[config.mk]
export PLATFORM = sky130hd
export DESIGN_NAME = bmc_control
export DESIGN_NICKNAME = d
export VERILOG_FILES = /design/src/bmc_pkg.sv /design/src/bmc_control.sv /design/src/bmc_axi_slave.sv /design/src/bmc_stamp_timer.sv
export SDC_FILE = /design/constraint.sdc
export NUM_CORES = 1
export LEC_CHECK = 0
export BUFFER_PORTS_ARGS = -buffer_cell sky130_fd_sc_hd__buf_4
export CAP_MARGIN = 20
export CORE_ASPECT_RATIO = 1.5
export CORE_MARGIN = 2
export CORE_UTILIZATION = 40
export DETAILED_ROUTE_END_ITERATION = 12
export SYNTH_ARGS = -nofsm -noshare
export SYNTH_HDL_FRONTEND = slang
export SYNTH_HIERARCHICAL = 1
export SYNTH_SLANG_ARGS = --single-unit
[constraint.sdc]
create_clock -name clk -period 5.55 [get_ports clk]
set_input_delay 1.11 -clock clk [delete_from_list [all_inputs] [get_ports clk]]
set_output_delay 1.11 -clock clk [all_outputs]
set_load 0.01 [all_outputs]
[src/bmc_pkg.sv]
package bmc_pkg;

    // ------------------------------------------------------------
    // Register map
    // ------------------------------------------------------------
    localparam logic [7:0] CTL0_ADDR    = 8'h00; // Control register zero
    localparam logic [7:0] CTL1_ADDR    = 8'h04; // Acknowledge status
    localparam logic [7:0] TSTAMP_ADDR  = 8'h08; // Last captured stamp
    localparam logic [7:0] TIMER_ADDR   = 8'h0c; // Live counter value

    // ------------------------------------------------------------
    // Field positions of control register zero
    // ------------------------------------------------------------
    localparam int FRAME_RECEIVED_FLAG_BIT  = 7; // Received frame flag
    localparam int RECEIVER_ACTIVE_BIT  = 6; // Receiver active
    localparam int STOP_IN_WAIT_BIT  = 5; // Stop in wait
    localparam int SYNC_BIT   = 4; // Bus synchronized
    localparam int TIME_BIT   = 3; // Timer enable
    localparam int WAKEUP_ENABLE_BIT   = 2; // Wake-up enable
    localparam int SLEEP_REQUEST_BIT  = 1; // Sleep request
    localparam int INIT_REQUEST_BIT = 0; // Init request

    // Acknowledge register fields
    localparam int SLEEP_ACKNOWLEDGE_BIT  = 1; // Sleep acknowledge
    localparam int INIT_ACKNOWLEDGE_BIT = 0; // Init acknowledge

    // ------------------------------------------------------------
    // Reset values and widths
    // ------------------------------------------------------------
    localparam logic [7:0] CTL0_RESET  = 8'h01; // Init request set
    localparam int         TIMER_W     = 16;    // Timestamp width
    localparam int         BITDIV_DEF  = 50;    // Clocks per bit time

    // AXI responses
    localparam logic [1:0] RESP_OKAY   = 2'h0; // Normal answer
    localparam logic [1:0] RESP_SLVERR = 2'h2; // Unmapped address, or a write to any address but ctl0

    // ------------------------------------------------------------
    // Carriers
    // ------------------------------------------------------------
    typedef struct packed {
        logic        rx_frame_ok;   // Valid frame completed, pulse
        logic        rx_busy;       // Receiving, level
        logic        bus_sync;      // Synchronized, level
        logic        bus_idle;      // Idle bus, level
        logic        bus_activity;  // Dominant edge seen, pulse
        logic        frame_acked;   // Frame acknowledged, pulse
        logic        tx_bits;       // Protocol transmit level
    } bmc_link_t;

    typedef struct packed {
        logic [7:0]  wr_data;       // Byte written
        logic        wr_ctl0;       // Write strobe ctl0
    } bmc_wr_t;

endpackage : bmc_pkg

[src/bmc_control.sv]
// Local design decisions: the placing of the registers and the AXI4-Lite interface to the registers.
module bmc_control #(
    parameter int BIT_DIV = bmc_pkg::BITDIV_DEF // Clocks per bit time
) (
    input  wire logic        clk,           // System clock
    input  wire logic        reset,         // Sync reset
    input  wire logic [7:0]  s_awaddr,      // Write address
    input  wire logic        s_awvalid,     // Address valid
    output logic             s_awready,     // Address ready
    input  wire logic [31:0] s_wdata,       // Write data
    input  wire logic [3:0]  s_wstrb,       // Byte enables
    input  wire logic        s_wvalid,      // Data valid
    output logic             s_wready,      // Data ready
    output logic [1:0]       s_bresp,       // Write response
    output logic             s_bvalid,      // Response valid
    input  wire logic        s_bready,      // Response ready
    input  wire logic [7:0]  s_araddr,      // Read address
    input  wire logic        s_arvalid,     // Read addr valid
    output logic             s_arready,     // Read addr ready
    output logic [31:0]      s_rdata,       // Read data
    output logic [1:0]       s_rresp,       // Read response
    output logic             s_rvalid,      // Read valid
    input  wire logic        s_rready,      // Read ready
    input  bmc_pkg::bmc_link_t link,        // Protocol engine status
    input  wire logic        loopback,      // Loopback mode
    input  wire logic        tx_empty,      // All transmit buffers empty
    input  wire logic        cpu_wait,      // CPU in wait, async
    input  wire logic        cpu_stop,      // CPU in stop, async
    output logic             transmit_pin,  // Line to transceiver
    output logic             proto_abort,   // Abort traffic, level
    output logic             core_clk_en,   // Interface clock enable
    output logic [15:0]      stamp_value    // Stamp for buffer top bytes
);

    // ------------------------------------------------------------
    // State
    // ------------------------------------------------------------
    typedef struct packed {
        logic [7:0] ctl0;       // Register contents
        logic       init_ak;    // Init acknowledge
        logic       sleep_ak;   // Sleep acknowledge
        logic [1:0] wait_sy;    // Wait synchroniser
        logic [1:0] stop_sy;    // Stop synchroniser
        logic       receiver_active_q;    // Sampled receiver active
        logic       sync_q;     // Sampled synchronized
        logic       txq;        // Registered transmit level
    } bmc_ctl_st_t;

    bmc_ctl_st_t      st_reg;
    bmc_ctl_st_t      st_next;
    bmc_pkg::bmc_wr_t wr;            // Write strobe from bus
    logic [7:0]       rd_addr;       // Read address
    logic [31:0]      rd_word;       // Read word
    logic             rd_hit;        // Mapped address
    logic             in_init;       // Request and acknowledge
    logic             in_sleep;      // Sleep entered
    logic             wait_gate;     // Wait stops the module
    logic             force_rec;     // Force recessive level
    logic [15:0]      tmr_count;     // Live timer
    logic [15:0]      tmr_stamp;     // Captured stamp

    assign in_init   = st_reg.ctl0[bmc_pkg::INIT_REQUEST_BIT] && st_reg.init_ak;
    assign in_sleep  = st_reg.ctl0[bmc_pkg::SLEEP_REQUEST_BIT] && st_reg.sleep_ak;
    // Only the synchronised copies are read here
    assign wait_gate = st_reg.wait_sy[1]
                       && st_reg.ctl0[bmc_pkg::STOP_IN_WAIT_BIT];
    // Recessive is one; protocol violation is avoided at once
    assign force_rec = wait_gate || st_reg.stop_sy[1]
                       || st_reg.ctl0[bmc_pkg::INIT_REQUEST_BIT];

    // ------------------------------------------------------------
    // Bus slave
    // ------------------------------------------------------------
    bmc_axi_slave u_axi (
        .clk       (clk),
        .reset     (reset),
        .s_awaddr  (s_awaddr),
        .s_awvalid (s_awvalid),
        .s_awready (s_awready),
        .s_wdata   (s_wdata),
        .s_wstrb   (s_wstrb),
        .s_wvalid  (s_wvalid),
        .s_wready  (s_wready),
        .s_bresp   (s_bresp),
        .s_bvalid  (s_bvalid),
        .s_bready  (s_bready),
        .s_araddr  (s_araddr),
        .s_arvalid (s_arvalid),
        .s_arready (s_arready),
        .s_rdata   (s_rdata),
        .s_rresp   (s_rresp),
        .s_rvalid  (s_rvalid),
        .s_rready  (s_rready),
        .wr        (wr),
        .rd_addr   (rd_addr),
        .rd_word   (rd_word),
        .rd_hit    (rd_hit)
    );

    // ------------------------------------------------------------
    // Timestamp counter
    // ------------------------------------------------------------
    bmc_stamp_timer #(
        .BIT_DIV (BIT_DIV)
    ) u_tmr (
        .clk     (clk),
        .reset   (reset),
        .enable  (st_reg.ctl0[bmc_pkg::TIME_BIT]),
        .run     (!wait_gate),
        .capture (link.frame_acked),
        .count   (tmr_count),
        .stamp   (tmr_stamp)
    );

    // ------------------------------------------------------------
    // Read decode
    // ------------------------------------------------------------
    always_comb begin
        rd_word = 32'h0000_0000;
        rd_hit  = 1'b1;
        case (rd_addr)
            bmc_pkg::CTL0_ADDR: begin
                rd_word[7:0] = st_reg.ctl0;
            end
            bmc_pkg::CTL1_ADDR: begin
                rd_word[bmc_pkg::SLEEP_ACKNOWLEDGE_BIT]  = st_reg.sleep_ak;
                rd_word[bmc_pkg::INIT_ACKNOWLEDGE_BIT] = st_reg.init_ak;
            end
            bmc_pkg::TSTAMP_ADDR: begin
                rd_word[15:0] = tmr_stamp;
            end
            bmc_pkg::TIMER_ADDR: begin
                rd_word[15:0] = tmr_count;
            end
            default: begin          // Unmapped answers an error
                rd_hit = 1'b0;
            end
        endcase
    end

    // ------------------------------------------------------------
    // Register and mode logic
    // ------------------------------------------------------------
    always_comb begin
        st_next = st_reg;
        // Two stages before any logic looks at the CPU mode pins
        st_next.wait_sy = {st_reg.wait_sy[0], cpu_wait};
        st_next.stop_sy = {st_reg.stop_sy[0], cpu_stop};
        // Status sampled each clock for stable reads
        st_next.receiver_active_q = link.rx_busy;
        st_next.sync_q  = link.bus_sync && !st_reg.ctl0[bmc_pkg::INIT_REQUEST_BIT];
        st_next.ctl0[bmc_pkg::RECEIVER_ACTIVE_BIT] = st_reg.receiver_active_q;
        st_next.ctl0[bmc_pkg::SYNC_BIT]  = st_reg.sync_q;
        st_next.txq = force_rec ? 1'b1 : link.tx_bits;

        // Software writes, only while neither init request nor init acknowledge is set, except the init request bit
        if (wr.wr_ctl0) begin
            if (!st_reg.ctl0[bmc_pkg::INIT_REQUEST_BIT] && !st_reg.init_ak) begin
                st_next.ctl0[bmc_pkg::STOP_IN_WAIT_BIT] =
                    wr.wr_data[bmc_pkg::STOP_IN_WAIT_BIT];
                st_next.ctl0[bmc_pkg::TIME_BIT] =
                    wr.wr_data[bmc_pkg::TIME_BIT];
                st_next.ctl0[bmc_pkg::WAKEUP_ENABLE_BIT] =
                    wr.wr_data[bmc_pkg::WAKEUP_ENABLE_BIT];
                // Write one clears the frame flag
                if (wr.wr_data[bmc_pkg::FRAME_RECEIVED_FLAG_BIT]) begin
                    st_next.ctl0[bmc_pkg::FRAME_RECEIVED_FLAG_BIT] = 1'b0;
                end
                // Sleep cannot be dropped until acknowledged
                if (wr.wr_data[bmc_pkg::SLEEP_REQUEST_BIT] || in_sleep ||
                    !st_reg.ctl0[bmc_pkg::SLEEP_REQUEST_BIT]) begin
                    st_next.ctl0[bmc_pkg::SLEEP_REQUEST_BIT] =
                        wr.wr_data[bmc_pkg::SLEEP_REQUEST_BIT];
                end
            end
            // Init request writable in init too; cleared only once in
            if (wr.wr_data[bmc_pkg::INIT_REQUEST_BIT] || in_init ||
                !st_reg.ctl0[bmc_pkg::INIT_REQUEST_BIT]) begin
                st_next.ctl0[bmc_pkg::INIT_REQUEST_BIT] =
                    wr.wr_data[bmc_pkg::INIT_REQUEST_BIT];
            end
        end

        // Valid frame sets the flag, filters play no part
        // Placed after the clear so the set wins
        // In loopback the flag simply tracks the engine
        if (link.rx_frame_ok) begin
            st_next.ctl0[bmc_pkg::FRAME_RECEIVED_FLAG_BIT] = 1'b1;
        end

        // Init acknowledge follows request; abort is immediate
        st_next.init_ak = st_reg.ctl0[bmc_pkg::INIT_REQUEST_BIT];

        // Sleep acknowledged only when the bus is quiet
        if (!st_reg.ctl0[bmc_pkg::SLEEP_REQUEST_BIT]) begin
            st_next.sleep_ak = 1'b0;
        end else if (!st_reg.sleep_ak && link.bus_idle &&
                     !link.rx_busy && tx_empty) begin
            st_next.sleep_ak = 1'b1;
        end

        // Bus traffic wakes the controller only if enabled
        if (in_sleep && link.bus_activity &&
            st_reg.ctl0[bmc_pkg::WAKEUP_ENABLE_BIT]) begin
            st_next.ctl0[bmc_pkg::SLEEP_REQUEST_BIT] = 1'b0;
            st_next.sleep_ak = 1'b0;
        end

        // Held at reset value in init, three bits kept
        if (in_init) begin
            st_next.ctl0[bmc_pkg::FRAME_RECEIVED_FLAG_BIT] = 1'b0;
            st_next.ctl0[bmc_pkg::RECEIVER_ACTIVE_BIT] = 1'b0;
            st_next.ctl0[bmc_pkg::STOP_IN_WAIT_BIT] = 1'b0;
            st_next.ctl0[bmc_pkg::SYNC_BIT]  = 1'b0;
            st_next.ctl0[bmc_pkg::TIME_BIT]  = 1'b0;
        end

        if (reset) begin
            st_next         = '0;
            st_next.ctl0    = bmc_pkg::CTL0_RESET;
            st_next.txq     = 1'b1;
        end
    end

    // Register the state
    always_ff @(posedge clk) begin
        st_reg <= st_next;
    end

    // ------------------------------------------------------------
    // Outputs
    // ------------------------------------------------------------
    assign transmit_pin = st_reg.txq;
    // Engine abort held while init is requested
    assign proto_abort  = st_reg.ctl0[bmc_pkg::INIT_REQUEST_BIT];
    // Clock enable for the interface; gated in wait mode
    assign core_clk_en  = !wait_gate;
    assign stamp_value  = tmr_stamp;

endmodule : bmc_control

[src/bmc_axi_slave.sv]
module bmc_axi_slave (
    input  wire logic        clk,           // System clock
    input  wire logic        reset,         // Sync reset
    input  wire logic [7:0]  s_awaddr,      // Write address
    input  wire logic        s_awvalid,     // Address valid
    output logic             s_awready,     // Address ready
    input  wire logic [31:0] s_wdata,       // Write data
    input  wire logic [3:0]  s_wstrb,       // Byte enables
    input  wire logic        s_wvalid,      // Data valid
    output logic             s_wready,      // Data ready
    output logic [1:0]       s_bresp,       // Write response
    output logic             s_bvalid,      // Response valid
    input  wire logic        s_bready,      // Response ready
    input  wire logic [7:0]  s_araddr,      // Read address
    input  wire logic        s_arvalid,     // Read addr valid
    output logic             s_arready,     // Read addr ready
    output logic [31:0]      s_rdata,       // Read data
    output logic [1:0]       s_rresp,       // Read response
    output logic             s_rvalid,      // Read valid
    input  wire logic        s_rready,      // Read ready
    output bmc_pkg::bmc_wr_t wr,            // Register write strobe
    output logic [7:0]       rd_addr,       // Read address to decode
    input  wire logic [31:0] rd_word,       // Decoded read word
    input  wire logic        rd_hit         // Read address mapped
);

    // ------------------------------------------------------------
    // State
    // ------------------------------------------------------------
    typedef struct packed {
        logic        aw_got;   // Address held
        logic [7:0]  aw;       // Held address
        logic        w_got;    // Data held
        logic [7:0]  wd;       // Held low byte
        logic        wb;       // Low lane enabled
        logic        bvalid;   // Write answer pending
        logic [1:0]  bresp;    // Write answer
        logic        rvalid;   // Read answer pending
        logic [31:0] rdata;    // Read answer data
        logic [1:0]  rresp;    // Read answer code
    } bmc_axi_st_t;

    bmc_axi_st_t st_reg;
    bmc_axi_st_t st_next;
    logic        do_wr;    // Both halves present

    // Ready while the halves are not yet held and no write answer is pending
    assign s_awready = !st_reg.aw_got && !st_reg.bvalid;
    assign s_wready  = !st_reg.w_got && !st_reg.bvalid;
    assign s_arready = !st_reg.rvalid;
    assign s_bvalid  = st_reg.bvalid;
    assign s_bresp   = st_reg.bresp;
    assign s_rvalid  = st_reg.rvalid;
    assign s_rdata   = st_reg.rdata;
    assign s_rresp   = st_reg.rresp;
    assign rd_addr   = s_araddr;
    assign do_wr     = st_reg.aw_got && st_reg.w_got && !st_reg.bvalid;
    assign wr.wr_data = st_reg.wd;
    assign wr.wr_ctl0 = do_wr && st_reg.wb
                        && (st_reg.aw[7:2] == bmc_pkg::CTL0_ADDR[7:2]);

    // ------------------------------------------------------------
    // Channel sequencing
    // ------------------------------------------------------------
    always_comb begin
        st_next = st_reg;
        if (s_awvalid && s_awready) begin   // Take address
            st_next.aw_got = 1'b1;
            st_next.aw     = s_awaddr;
        end
        if (s_wvalid && s_wready) begin     // Take data
            st_next.w_got = 1'b1;
            st_next.wd    = s_wdata[7:0];
            st_next.wb    = s_wstrb[0];
        end
        if (do_wr) begin                    // Answer after both
            st_next.aw_got = 1'b0;
            st_next.w_got  = 1'b0;
            st_next.bvalid = 1'b1;
            // Only ctl0 is writable; the rest answer an error
            st_next.bresp  = (st_reg.aw[7:2] == bmc_pkg::CTL0_ADDR[7:2])
                             ? bmc_pkg::RESP_OKAY : bmc_pkg::RESP_SLVERR;
        end
        if (st_reg.bvalid && s_bready) begin
            st_next.bvalid = 1'b0;
        end
        if (s_arvalid && s_arready) begin   // Read captured at once
            st_next.rvalid = 1'b1;
            st_next.rdata  = rd_hit ? rd_word : 32'h0000_0000;
            st_next.rresp  = rd_hit ? bmc_pkg::RESP_OKAY
                                    : bmc_pkg::RESP_SLVERR;
        end else if (st_reg.rvalid && s_rready) begin
            st_next.rvalid = 1'b0;
        end
        if (reset) begin
            st_next = '0;
        end
    end

    // Register the state
    always_ff @(posedge clk) begin
        st_reg <= st_next;
    end

endmodule : bmc_axi_slave

[src/bmc_stamp_timer.sv]
module bmc_stamp_timer #(
    parameter int BIT_DIV = bmc_pkg::BITDIV_DEF // Clocks per bit time
) (
    input  wire logic                        clk,     // System clock
    input  wire logic                        reset,   // Sync reset
    input  wire logic                        enable,  // Timer enable
    input  wire logic                        run,     // Clock not gated
    input  wire logic                        capture, // Ack pulse
    output logic [bmc_pkg::TIMER_W-1:0]      count,   // Live value
    output logic [bmc_pkg::TIMER_W-1:0]      stamp    // Captured value
);

    localparam int DW = (BIT_DIV > 1) ? $clog2(BIT_DIV) : 1; // Divider width

    // Refuse a divider the logic cannot count, at elaboration
    if (BIT_DIV < 1) begin : g_div_bad
        $error("BIT_DIV must be at least one");
    end

    typedef struct packed {
        logic [DW-1:0]               div;   // Bit clock divider
        logic [bmc_pkg::TIMER_W-1:0] cnt;   // Free running count
        logic [bmc_pkg::TIMER_W-1:0] stp;   // Last stamp
    } bmc_tmr_st_t;

    bmc_tmr_st_t st_reg;
    bmc_tmr_st_t st_next;
    logic        tick;      // One pulse per bit time

    assign tick  = (st_reg.div == DW'(BIT_DIV - 1));
    assign count = st_reg.cnt;
    assign stamp = st_reg.stp;

    // ------------------------------------------------------------
    // Counter at bit rate
    // ------------------------------------------------------------
    always_comb begin
        st_next = st_reg;
        if (!enable) begin                  // Cleared while off
            st_next.div = '0;
            st_next.cnt = '0;
        end else if (run) begin
            st_next.div = tick ? '0 : st_reg.div + DW'(1);
            if (tick) begin
                st_next.cnt = st_reg.cnt + 16'h0001;
            end
        end
        // Stamp taken into the buffer's two top bytes
        if (enable && capture) begin
            st_next.stp = st_reg.cnt;
        end
        if (reset) begin
            st_next = '0;
        end
    end

    // Register the state
    always_ff @(posedge clk) begin
        st_reg <= st_next;
    end

endmodule : bmc_stamp_timer

After elaboration in Yosys (flattened, before gate mapping)
Index checks and enable logic that the tools add are counted. W data, S select, Z words.

Bits in registers: 112. Latch bits: 0. Bits in writable memories: 0. ROM bits: 0. Output and inout bits: 60. Word-level logic and storage cells: 106. Memories kept: 0.

Add/sub/neg operators: 2. Multipliers: 0. Divide/modulo/power cells: 0. Order comparisons: 0. Eq/ne operators: 4. Shift operators: 0. Multiplexer cells: 14. Bitwise gates (word level): 3. Reductions and logical operators: 57.

Operators by type and width (count): $logic_and A1 B1 Y1 (22); $pmux W6 S3 (1); $add A16 B1 Y16 const B (1); $eq A8 B4 Y1 const B (2); $mux W16 (1); $pmux W8 S2 (1); $reduce_or A2 Y1 (6); $logic_not A1 Y1 (10); $eq A8 B3 Y1 const B (1); $logic_not A8 Y1 (1); $pmux W2 S4 (1); $reduce_bool A2 Y1 (4); $mux W1 (7); $add A6 B1 Y6 const B (1); $eq A6 B6 Y1 const B (1); $logic_not A6 Y1 (1); $logic_or A1 B1 Y1 (6); $mux W6 (1); $reduce_and A2 Y1 (3); $reduce_and A3 Y1 (2); $mux W2 (2); $reduce_or A4 Y1 (1); $not A1 Y1 (3); $reduce_or A3 Y1 (1).

Longest topological paths before layout
Depth in word-level cells: 6. Depth in mapped cells: 8. Depth with buffers taken out: 6.

Hierarchy
Netlist, hierarchy kept.

By module, submodules not included: bmc_axi_slave (times used 1, cells each 279, area each 2353.5 µm², sequential area each 1061.0 µm²); bmc_stamp_timer (times used 1, cells each 225, area each 1848.0 µm², sequential area each 760.7 µm²); bmc_control (times used 1, cells each 111, area each 996.0 µm², sequential area each 340.3 µm²).

Worst setup path after synthesis
OpenSTA, ideal clock, no wires.

Kind: in2reg. Start: input port s_araddr[1]. End: register u_axi.st_reg, in the netlist u_axi/s_rdata[12]. Setup time: 70 ps. Arrival: 2533 ps. Path slack: 2947 ps. Cell stages on the path: 8. Path through: buf_4 -> nor4_2 -> and2_1 -> buf_6 -> clkbuf_1 -> clkbuf_1 -> nand3_1 -> a21oi_1.

Longest elaborated chain between the ends: 4. Elaborated cells on any way between the ends: 8.

RTL lines: start, declared (line bmc_control.sv:17) `input wire logic [7:0] s_araddr,`; $eq A8 B4 Y1 (tied with other cells) (line bmc_control.sv:121) `case (rd_addr)`; $reduce_or A4 Y1 (no line) (*); $mux W1 (*) (line bmc_control.sv:121); net rd_hit (line bmc_control.sv:54) `logic rd_hit;`; $mux W16 (*) (line bmc_axi_slave.sv:89) `st_next.rdata = rd_hit ? rd_word : 32'h0000_0000;`; end signal, assigned (line bmc_axi_slave.sv:102) `st_reg <= st_next;`; end, declared (line bmc_axi_slave.sv:43) `bmc_axi_st_t st_reg;`.

Mark *: on every way through the listed nets, which the timed path passes. The rest lies on a longest branch. A chain may end at the register's enable or synchronous reset.

Worst setup path after layout
Start: input port s_araddr[1]. End: register u_axi.st_reg, in the netlist u_axi/s_rdata[7].

Elaborated cells on any way between the ends: 8.

RTL lines: $eq A8 B4 Y1 / $logic_not A8 Y1 (equally long branches) (line bmc_control.sv:121); $pmux W6 S3 (*) (line bmc_control.sv:121); net rd_word[7] (line bmc_control.sv:53) `logic [31:0] rd_word;`; $mux W16 (*) (line bmc_axi_slave.sv:89).

Marked as above.

==> qor.yml <==
outcome: "finished clean"
dieArea_mm2: 0.01373
insertion_delay_ps: 340
fmax_mhz: 384.1
cts-root-buf: "clkbuf_16"
relSlewSlack_pct: 43.66
antenna_found_initial: 0
chipHeight_um: 142.5
layout_common_cells: "106 x dfxtp_1, 97 x buf_4, 78 x nand2_1"
power.total_mw: 1.468
numCtsBuffers: 9
grt_max_degree: 84
overflow: 0
wl_per_cell_um: 13.93
place_congestion: 0.8149
drv_cap: 0
nFillCells: 1301
core_region_area_mm2: 0.01251
io_buffers: 95
diodes: 0
vdd_drop_max_mv: 0.1273
worstSetupStartpointType: "primary input"
period_needed_ps: 2603
area_delta_synth_final_pct: 10.42
start_util_pct: 40.88
hp-start: "st_reg[5]"
crit_arrival_ps: 2870
synth_warnings: 6
fin_setup_tns_ps: 0
syn_inst: 607
final_common_cell: "dfxtp_1"
finalClockSkew_ps: 5.390
hpwl_um: 7820
cts_hold_buf: 0
min_to: "st_reg[6]"
cts_tree: "built"
drive_above_1_share_pct: 20.90
finalSetupViolCount: 0
grt_setup_unrepaired: "false"
nets: 690
tightestPinTransition_ps: 845.1
cts_sinks: 106
cp-end-kind: "flop"
p_leak_nw: 2.185
r2r-start: "u_axi/st_reg[55]"
top_level_ports: 130
clk_pin_slew_ps: 70
route.vias.total: 3875
avgViaCountPerCell: 4.981
syn-mean-instance-area_um2: 8.427
min_path_type: "reg -> reg"
h-tree-depth: 3
slew_violations: 0
post-cts-setup-buffers: 0
hold_viol: 0
reg2reg_slack_ps: 3150
grt_pass1_wl_um: 17330
reg2reg_depth: 5
cp_max_fo: 24
worstSetupPathType: "in -> reg"
required_ps: 5810
grt_pass1_vias: 3616
dieWidth_um: 96.33
drt_wl_total_um: 10840
largest_reg_flops: 32
drc: 0
p_per_area_mw_per_mm2: 259.9
drt-pass1-iter-count: 4
cts-resized-gates: 0
drt_iter0_drc: 111
ant_nets: 0
fin_crit_sh_pct: 46.91
clockBufferDepth: 2
rr_endpoint: "st_reg[11]"
min_path_cells: 1
grt.total_usage_pct: 16.16
netlist_area_mm2: 0.005115
num_rows: 50
==> metal layers <==
layer | wire [um] | global-route usage, %
met1 | 4561 | 19.09
met2 | 5579 | 27.92
met3 | 389 | 2.119
met4 | 304 | 8.451
met5 | 0 | 0
==> per-stage QoR <==
step / cells / area [um2] / setup WS [ps] / utilization, % / hold slack, ps
after floorplan: 623 / 5175 / 2947 / - / 399.7
after global placement: 759 / 5315 / 2260 / 42.48 / 402.9
after detailed placement: 761 / 5370 / 2583 / 42.92 / 428.4
after CTS: 777 / 5643 / 2939 / 45.10 / 445.0
after global routing: 778 / 5648 / 2722 / 45.14 / 458.1
final: 778 / 5648 / 2947 / 45.14 / 439.1
==> report_power, final <==
part           switching, mW  internal, mW  leakage (nW)  total [mW]
logic                 0.0515        0.0477          1.20      0.0992
clock network          0.271         0.314         0.131       0.586
registers            0.00978         0.773         0.859       0.783
==> worst max-delay path by stage <==
stage / start / end / slack [ps]
after global placement: s_araddr[1] / u_axi/s_rdata[5] / 2260
after detailed placement: s_araddr[1] / u_axi/s_rdata[4] / 2580
final: s_araddr[1] / u_axi/s_rdata[7] / 2950
after floorplan: s_araddr[1] / u_axi/s_rdata[12] / 2950
after global routing: s_araddr[1] / u_axi/s_rdata[7] / 2720
after CTS: s_araddr[1] / u_axi/s_rdata[4] / 2940
==> layout make-up <==
cell class | count | area (um2) | area share, %
Clock buffer | 11 | 242.7 | 4.298
Tap cell | 156 | 195.2 | 3.456
Inverter | 7 | 26.28 | 0.4652
Timing Repair Buffer | 100 | 788.3 | 13.96
Clock inverter | 5 | 30.03 | 0.5317
Sequential cell | 106 | 2122 | 37.57
Multi-Input combinational cell | 393 | 2243 | 39.72
==> critical path, cell delays in order <==
cell and delay (ps):
buf_4 110, nor4_2 460, and2_1 600, buf_16 220, and2_1 140, nand3_1 80, a21oi_1 150
(Power assumes the default switching activity.)
